**config.mk**
```make
export PLATFORM = sky130hd
export DESIGN_NAME = ago_regs
export DESIGN_NICKNAME = d
export VERILOG_FILES = /design/src/verilog/ago_pkg.sv /design/src/verilog/ago_sync.sv /design/src/verilog/ago_osc_counter.sv /design/src/verilog/ago_regs.sv
export SDC_FILE = /design/constraint.sdc
export NUM_CORES = 2
export LEC_CHECK = 0
export ABC_AREA = 1
export BUFFER_PORTS_ARGS = -buffer_cell sky130_fd_sc_hd__buf_2
export CORE_ASPECT_RATIO = 1.1
export CORE_MARGIN = 1.5
export CORE_UTILIZATION = 45
export DETAILED_ROUTE_END_ITERATION = 7
export PLACE_DENSITY = 0.72
export SLEW_MARGIN = 20
export SYNTH_ARGS = -nofsm -noshare
export SYNTH_HDL_FRONTEND = slang
export SYNTH_SLANG_ARGS = --single-unit
```
**constraint.sdc**
```tcl
create_clock -name clk -period 16.6 [get_ports clk]
set_input_delay 0.83 -clock clk [delete_from_list [all_inputs] [get_ports clk]]
set_output_delay 0.83 -clock clk [all_outputs]
set_load 0.1 [all_outputs]
```
**src/verilog/ago_pkg.sv**
```systemverilog
package ago_pkg;

   // -----------------------------------------------------------------
   // Register offsets
   // -----------------------------------------------------------------
   localparam logic [7:0] OSCILLATOR_CYCLE_MONITOR_OFFS = 8'h10;
   localparam logic [7:0] GAIN_CORR_OFFS   = 8'h11;
   localparam logic [7:0] OFFS_CORR_OFFS   = 8'h12;

   // -----------------------------------------------------------------
   // Field positions
   // -----------------------------------------------------------------
   localparam int GAIN_SEL_LSB  = 14;
   localparam int GAIN_WORD_LSB = 0;
   localparam int OFFS_SEL_LSB  = 14;
   localparam int OFFS1_LSB     = 7;
   localparam int OFFS2_LSB     = 0;

   // -----------------------------------------------------------------
   // Values after reset
   // -----------------------------------------------------------------
   localparam logic [15:0] OSC_TALLY_RST = 16'h0000;
   localparam logic [1:0]  GAIN_SEL_RST  = 2'h0;
   localparam logic [10:0] GAIN_WORD_RST = 11'h000;
   localparam logic [1:0]  OFFS_SEL_RST  = 2'h0;
   localparam logic [6:0]  OFFS_WORD_RST = 7'h00;
   localparam logic [15:0] RDATA_RST     = 16'h0000;

   // -----------------------------------------------------------------
   // Codes and scaling
   // -----------------------------------------------------------------
   // Axis codes shared by gain selector and offset steering
   localparam logic [1:0] AXIS_NONE = 2'h0;
   localparam logic [1:0] AXIS_X    = 2'h1;
   localparam logic [1:0] AXIS_Y    = 2'h2;
   localparam logic [1:0] AXIS_Z    = 2'h3;
   // Angle axis pair codes
   localparam logic [1:0] PAIR_NONE = 2'h0;
   localparam logic [1:0] PAIR_01   = 2'h1;
   localparam logic [1:0] PAIR_10   = 2'h2;
   localparam logic [1:0] PAIR_11   = 2'h3;
   // Counter control codes
   localparam logic [1:0] CNT_CLEAR = 2'h0;
   localparam logic [1:0] CNT_FAST  = 2'h1;
   localparam logic [1:0] CNT_SLOW  = 2'h2;
   localparam logic [1:0] CNT_STOP  = 2'h3;
   // Gain is word / 2**GAIN_FRAC_BITS, i.e. word / 1024
   localparam int GAIN_FRAC_BITS = 10;
   // Offset is the low 7 bits of an 11-bit scale; samples are 16 bits
   localparam int OFFS_SHIFT     = 16 - 11;

endpackage

```
**src/verilog/ago_sync.sv**
```systemverilog
`timescale 1ns/1ps
// Two-stage synchroniser for asynchronous levels
module ago_sync #(
   parameter int W = 1
) (
   input  wire logic         clk,
   input  wire logic         rst_n,
   input  wire logic [W-1:0] async_in,
   output logic      [W-1:0] sync_out
);

   logic [W-1:0] meta_r;

   // First stage feeds only the second stage
   always_ff @(posedge clk or negedge rst_n) begin
      if (!rst_n) begin
         meta_r   <= '0;
         sync_out <= '0;
      end else begin
         meta_r   <= async_in;
         sync_out <= meta_r;
      end
   end

endmodule

```
**src/verilog/ago_osc_counter.sv**
```systemverilog
`timescale 1ns/1ps
// Oscillator cycle tally, counting edges of synchronised oscillators
module ago_osc_counter (
   input  wire logic        clk,
   input  wire logic        rst_n,
   input  wire logic        fast_sync,
   input  wire logic        slow_sync,
   input  wire logic [1:0]  cycle_counter_control,
   output logic      [15:0] osc_cycle_tally
);

   logic fast_d_r;
   logic slow_d_r;
   logic fast_rise;
   logic slow_rise;

   // Edge history taken from the synchronised level only
   always_ff @(posedge clk or negedge rst_n) begin
      if (!rst_n) begin
         fast_d_r <= 1'b0;
         slow_d_r <= 1'b0;
      end else begin
         fast_d_r <= fast_sync;
         slow_d_r <= slow_sync;
      end
   end

   assign fast_rise = fast_sync & ~fast_d_r;
   assign slow_rise = slow_sync & ~slow_d_r;

   // Oscillators must run below half of clk or cycles are missed
   always_ff @(posedge clk or negedge rst_n) begin
      if (!rst_n) begin
         osc_cycle_tally <= ago_pkg::OSC_TALLY_RST;
      end else begin
         unique case (cycle_counter_control)
            ago_pkg::CNT_CLEAR: begin
               osc_cycle_tally <= ago_pkg::OSC_TALLY_RST;
            end
            ago_pkg::CNT_FAST: begin
               if (fast_rise) begin
                  osc_cycle_tally <= osc_cycle_tally + 16'h0001;
               end
            end
            ago_pkg::CNT_SLOW: begin
               if (slow_rise) begin
                  osc_cycle_tally <= osc_cycle_tally + 16'h0001;
               end
            end
            ago_pkg::CNT_STOP: osc_cycle_tally <= osc_cycle_tally;
         endcase
      end
   end

endmodule

```
**src/verilog/ago_regs.sv**
```systemverilog
`timescale 1ns/1ps
// Operation
// Read-only oscillator cycle tally register
// Tally is 16 bits and wraps around
// Control: 0 clear, 1 fast, 2 slow, 3 stop
// Gain selector: none, X, Y or Z
// Selected axis multiplied by gain word/1024
// Offset selector 00: no offset correction
// Selector 01: first word to X or Y
// Selector 10: second word to Y or Z
// Selector 11: both words; pair 00 none
// Offset words are 7-bit two's complement
// Offset words are low bits of 11-bit scale
// Gain reserved bits read zero, ignore writes
module ago_regs (
   input  wire logic        clk,
   input  wire logic        rst_n,
   input  wire logic [7:0]  reg_addr,
   input  wire logic [15:0] reg_wdata,
   input  wire logic        reg_wr,
   input  wire logic        reg_rd,
   output logic      [15:0] reg_rdata,
   output logic             reg_rvalid,
   input  wire logic [1:0]  cycle_counter_control,
   input  wire logic        fast_internal_oscillator,
   input  wire logic        slow_internal_oscillator,
   input  wire logic [1:0]  angle_pair_code,
   input  wire logic        axis_valid,
   input  wire logic [15:0] axis_x,
   input  wire logic [15:0] axis_y,
   input  wire logic [15:0] axis_z,
   output logic             corr_valid,
   output logic      [15:0] corr_x,
   output logic      [15:0] corr_y,
   output logic      [15:0] corr_z
);

   // ----------------------------------------------------------------
   // Declarations
   // ----------------------------------------------------------------
   logic [1:0]  osc_sync;
   logic [15:0] osc_cycle_tally;
   logic [1:0]  gain_sel_r;
   logic [10:0] gain_word_r;
   logic [1:0]  offs_sel_r;
   logic [6:0]  first_offset_word_r;
   logic [6:0]  second_offset_word_r;
   logic [15:0] gain_reg_view;
   logic [15:0] offs_reg_view;
   logic [15:0] rdata_nxt;
   logic [1:0]  off1_axis;
   logic [1:0]  off2_axis;
   logic [15:0] axis_in [3];

   // ----------------------------------------------------------------
   // Oscillator monitor
   // ----------------------------------------------------------------
   // Oscillator pins are foreign to clk, so synchronise first
   ago_sync #(
      .W (2)
   ) u_osc_sync (
      .clk      (clk),
      .rst_n    (rst_n),
      .async_in ({slow_internal_oscillator, fast_internal_oscillator}),
      .sync_out (osc_sync)
   );

   ago_osc_counter u_osc_counter (
      .clk                   (clk),
      .rst_n                 (rst_n),
      .fast_sync             (osc_sync[0]),
      .slow_sync             (osc_sync[1]),
      .cycle_counter_control (cycle_counter_control),
      .osc_cycle_tally       (osc_cycle_tally)
   );

   // ----------------------------------------------------------------
   // Register writes
   // ----------------------------------------------------------------
   // Gain register; bits 13:11 have no storage at all
   always_ff @(posedge clk or negedge rst_n) begin
      if (!rst_n) begin
         gain_sel_r  <= ago_pkg::GAIN_SEL_RST;
         gain_word_r <= ago_pkg::GAIN_WORD_RST;
      end else if (reg_wr && reg_addr == ago_pkg::GAIN_CORR_OFFS) begin
         gain_sel_r  <= reg_wdata[ago_pkg::GAIN_SEL_LSB +: 2];
         gain_word_r <= reg_wdata[ago_pkg::GAIN_WORD_LSB +: 11];
      end
   end

   // Offset register, all fields writable
   always_ff @(posedge clk or negedge rst_n) begin
      if (!rst_n) begin
         offs_sel_r           <= ago_pkg::OFFS_SEL_RST;
         first_offset_word_r  <= ago_pkg::OFFS_WORD_RST;
         second_offset_word_r <= ago_pkg::OFFS_WORD_RST;
      end else if (reg_wr && reg_addr == ago_pkg::OFFS_CORR_OFFS) begin
         offs_sel_r           <= reg_wdata[ago_pkg::OFFS_SEL_LSB +: 2];
         first_offset_word_r  <= reg_wdata[ago_pkg::OFFS1_LSB +: 7];
         second_offset_word_r <= reg_wdata[ago_pkg::OFFS2_LSB +: 7];
      end
   end

   // ----------------------------------------------------------------
   // Register reads
   // ----------------------------------------------------------------
   // Register images as software sees them
   assign gain_reg_view = {gain_sel_r, 3'b000, gain_word_r};
   assign offs_reg_view = {offs_sel_r, first_offset_word_r,
                           second_offset_word_r};

   // Read decode; the monitor offset is read-only, unmapped reads zero
   always_comb begin
      rdata_nxt = ago_pkg::RDATA_RST;
      unique case (reg_addr)
         ago_pkg::OSCILLATOR_CYCLE_MONITOR_OFFS: rdata_nxt = osc_cycle_tally;
         ago_pkg::GAIN_CORR_OFFS:   rdata_nxt = gain_reg_view;
         ago_pkg::OFFS_CORR_OFFS:   rdata_nxt = offs_reg_view;
         default:                   rdata_nxt = ago_pkg::RDATA_RST;
      endcase
   end

   // Read data registered; held until the next read
   always_ff @(posedge clk or negedge rst_n) begin
      if (!rst_n) begin
         reg_rdata  <= ago_pkg::RDATA_RST;
         reg_rvalid <= 1'b0;
      end else begin
         reg_rvalid <= reg_rd;
         if (reg_rd) begin
            reg_rdata <= rdata_nxt;
         end
      end
   end

   // ----------------------------------------------------------------
   // Offset steering
   // ----------------------------------------------------------------
   // Axis each offset word lands on, from the angle axis pair
   always_comb begin
      off1_axis = ago_pkg::AXIS_NONE;
      off2_axis = ago_pkg::AXIS_NONE;
      unique case (angle_pair_code)
         ago_pkg::PAIR_NONE: begin
            off1_axis = ago_pkg::AXIS_NONE;
            off2_axis = ago_pkg::AXIS_NONE;
         end
         ago_pkg::PAIR_01: begin
            off1_axis = ago_pkg::AXIS_X;
            off2_axis = ago_pkg::AXIS_Y;
         end
         ago_pkg::PAIR_10: begin
            off1_axis = ago_pkg::AXIS_Y;
            off2_axis = ago_pkg::AXIS_Z;
         end
         ago_pkg::PAIR_11: begin
            off1_axis = ago_pkg::AXIS_X;
            off2_axis = ago_pkg::AXIS_Z;
         end
      endcase
   end

   assign axis_in[0] = axis_x;
   assign axis_in[1] = axis_y;
   assign axis_in[2] = axis_z;

   // ----------------------------------------------------------------
   // Per-axis correction
   // ----------------------------------------------------------------
   // Gain first, then offset, then saturate to 16 bits
   for (genvar a = 0; a < 3; a++) begin : g_axis
      logic [1:0]         my_code;
      logic               gain_hit;
      logic               off1_hit;
      logic               off2_hit;
      logic signed [27:0] prod;
      logic signed [17:0] scaled;
      logic signed [18:0] off1_ext;
      logic signed [18:0] off2_ext;
      logic signed [18:0] sum;
      logic [15:0]        sat;
      logic [15:0]        res_r;

      assign my_code  = 2'(a + 1);
      assign gain_hit = (gain_sel_r == my_code);
      // Selector bit 0 enables word one, bit 1 word two; 00 none
      assign off1_hit = offs_sel_r[0] && (off1_axis == my_code);
      assign off2_hit = offs_sel_r[1] && (off2_axis == my_code);

      // Unsigned 11-bit gain, binary point ten places up
      assign prod   = $signed(axis_in[a]) * $signed({1'b0, gain_word_r});
      assign scaled = gain_hit ? 18'(prod >>> ago_pkg::GAIN_FRAC_BITS)
                               : 18'($signed(axis_in[a]));

      // Offset LSB weighs one step of the 11-bit scale
      assign off1_ext = 19'($signed(first_offset_word_r))
                        <<< ago_pkg::OFFS_SHIFT;
      assign off2_ext = 19'($signed(second_offset_word_r))
                        <<< ago_pkg::OFFS_SHIFT;

      assign sum = 19'(scaled)
                 + (off1_hit ? off1_ext : 19'sh0_0000)
                 + (off2_hit ? off2_ext : 19'sh0_0000);

      // Clamp rather than wrap: a wrapped sample flips the angle
      always_comb begin
         if (sum > 19'sh0_7fff) begin
            sat = 16'h7fff;
         end else if (sum < -19'sh0_8000) begin
            sat = 16'h8000;
         end else begin
            sat = sum[15:0];
         end
      end

      always_ff @(posedge clk or negedge rst_n) begin
         if (!rst_n) begin
            res_r <= 16'h0000;
         end else if (axis_valid) begin
            res_r <= sat;
         end
      end
   end

   // ----------------------------------------------------------------
   // Corrected outputs
   // ----------------------------------------------------------------
   // One cycle of latency from sample to corrected sample
   always_ff @(posedge clk or negedge rst_n) begin
      if (!rst_n) begin
         corr_valid <= 1'b0;
      end else begin
         corr_valid <= axis_valid;
      end
   end

   assign corr_x = g_axis[0].res_r;
   assign corr_y = g_axis[1].res_r;
   assign corr_z = g_axis[2].res_r;

endmodule

```
==> flow_metrics.tcl <==
set metrics [dict create \
    wl_microns 76700 \
    dp_hpwl_microns 61800 \
    r2r_slack_ps 8010 \
    cts_buffers 17 \
    port_buffers 148 \
    slew_headroom_pct 37.3 \
    drive_gt1_share_pct 6.51 \
    worstPathRequired_ps 16900 \
    numPlacedInstances 4886 \
    layout.nets 4874 \
    ys_ff_latch 117 \
    finClkSkew_ps 19.7 \
    finalNonFillerCells 4918 \
    rr_worst_depth 29 \
    drtPass1Iterations 5 \
    cts_setup_buffers 0 \
    cts_tree "built" \
    ys.warnings.count 0 \
    outcome "finished clean" \
    grt_pass1_wl_microns 129000 \
    ioPinCount 149 \
    hp-class "in -> async" \
    rows 98 \
    cts_hold_repair.buffers 0 \
    htreeDepth 4 \
    use_met1_pct 32.1 \
    insertion_delay_ps 460 \
    grt_overflow 0 \
    power_density_nw_per_um2 53.5 \
    syn-instance-count 3990 \
    p_leak_uw 0.0180 \
    cts_buffer_depth 2 \
    final-hold-violation-count 0 \
    fmax_ghz 0.116 \
    start_kind "register" \
    syn_area_sq_um 29400 \
    synth.area.top_cells "fa_1 (36%), nand2_1 (15%), inv_1 (13%), dfrtp_1 (10%), ha_1 (9.1%)" \
    grt_util_met2_pct 41.9 \
    cp_max_fo 26 \
    layout_min_cycle_time_ps 8590 \
    grt_usage_pct 24.2 \
    ys_types 46 \
    vdd_drop_max_uv 118 \
    crit_start "gain_word_r[3]" \
    rr_startpoint "gain_word_r[3]" \
    cts-resized-gates 0 \
    worst_setup_path_end_kind "register" \
    grt_max_degree 77 \
    post-route-period-util_pct 51.7 \
    synth_top_cell_by_area "fa_1" \
    synth_area_per_cell_sq_um 7.36 \
    fin_area_sq_um 31400 \
    arrival_ps 8890 \
    finalSetupTns_ps 0 \
    cts_sinks 117 \
    crit_end "corr_z[3]" \
    root_buffer "clkbuf_16" \
    wl_per_cell_microns 15.6 \
    r2r_end "corr_z[3]" \
    die_height_microns 271 \
    syn_to_final_growth_pct 6.78 \
    cap_violations 0 \
    crit_slowest_cell "a21oi_1" \
    tightest_slew_ps 937 \
    cpPeakStageDelay_ps 740 \
    pre_cts_ws_ps 8080 \
    crit_type "reg -> reg" \
    drt_iter0_markers 1496 \
    grt_pass1_vias 25800 \
    final_common_cell "nand2_1" \
    grt_setup_unrepaired "no" \
    clk_pin_slew_ps 70 \
    core_sq_um 64700 \
    drc 0 \
    viasPerCell 5.03 \
    n_antenna_cell 0 \
    die-area_sq_um 66800 \
    cpMostUsedCell "fa_1" \
    final_cell_mix "nand2_1 (1141), inv_1 (992), fa_1 (522)" \
    fin_ws_ps 8010 \
    slew_violations 0 \
    gp_congestion 0.944 \
    initial_utilization_pct 45.4 \
    via_count 24800 \
    ant_nets 0 \
    die_w_microns 247 \
    synth_top_area_share_pct 35.6 \
    use_met3_pct 2.95 \
    antenna_found_initial 2 \
    setup_viol 0 \
    yosysSeqAreaShare_pct 9.97 \
    busiest_layer "met2" \
    place_area_sq_um 30800 \
]
-- kinds of logic (layout without fill, tap and decap cells) --
group           after synthesis  count (layout)  synth area share (%)
compound gates              343             343                  6.43
xor+xnor                     71              71                  2.17
fa+ha+maj                   736             736                  44.7
buf+inv                    1138            1192                  14.8
flops                       117             117                  9.97
mux                           1               1                0.0341
other cells                   2              26                0.0256
simple gates               1582            1582                  21.9
-- worst min-delay path by stage --
stage	endpoint	cells past startpoint
5_1_grt	u_osc_sync.sync_out[1]	0
3_5_place_dp	u_osc_sync.sync_out[1]	0
2_1_floorplan	u_osc_sync.sync_out[0]	0
6_report	corr_y[14]	1
4_1_cts	corr_y[14]	1
3_3_place_gp	u_osc_sync.sync_out[1]	0
-- cell usage after synthesis, drive strengths merged --
cell type  instances
mux2i              1
xnor2             42
o211ai             4
nor3              34
inv              994
a21boi             4
nor4               7
nand3b            19
o21ai            123
nand3            109
conb               2
o22ai              4
clkinv             1
nand2b             1
nor2             214
o21bai             9
xor2              29
a21o               5
dfrtp            117
clkbuf           123
a31oi              4
fa               522
and2               3
o21a               2
ha               214
buf               20
nand2           1155
nand4             33
o31ai              5
a21oi            182
or2                6
o311ai             1
nor3b              1
-- flip-flops by register name, indices dropped and copies added (netlist names) --
signal / flops
corr_y: 16
corr_z: 16
corr_x: 16
u_osc_counter.fast_d_r: 1
corr_valid: 1
reg_rdata: 16
u_osc_counter.slow_d_r: 1
offs_sel_r: 2
u_osc_counter.osc_cycle_tally: 16
second_offset_word_r: 7
gain_word_r: 11
u_osc_sync.meta_r: 2
first_offset_word_r: 7
gain_sel_r: 2
u_osc_sync.sync_out: 2
reg_rvalid: 1
-- area by class of cell --
class | count | area, sq um
Clock buffer | 17 | 425
Clock inverter | 15 | 121
Fill cell | 6493 | 33400
Inverter | 995 | 3730
Multi-Input combinational cell | 2759 | 22200
Sequential cell | 117 | 2940
Tap cell | 850 | 1060
Timing Repair Buffer | 165 | 875
-- metal layers --
metal | part of all wire, % | vias to the layer above
met3 | 5.5 | 110
met1 | 43 | 12100
li1 | - | 11800
met4 | 2.1 | 4
met2 | 49 | 694
met5 | 0.027 | -
-- stage by stage --
step	power, uW	utilization (%)	hold slack (ps)
3_5_place_dp	1310	47.6	337
5_1_grt	1810	48.4	368
6_report	1680	48.4	347
2_1_floorplan	1090	-	331
3_3_place_gp	1300	47.6	334
4_1_cts	1680	48.4	356
-- report_power, final --
part           leakage, uW  internal (uW)  total, uW  switching (uW)
sequential         0.00144            318        344            26.4
combinational       0.0163            284        968             684
clock             0.000247            194        365             171
total               0.0180            795       1680             881
-- critical path, delay by kind of cell (launching register included) --
kind	cells	cell delay (ps)
adders and majority gates	9	4210
AOI/OAI and AO/OA	7	1890
xor gates and xnor gates	1	180
DFF	1	720
and+or+nand+nor	8	820
buffers and inverters	4	630
(Power assumes the default switching activity.)
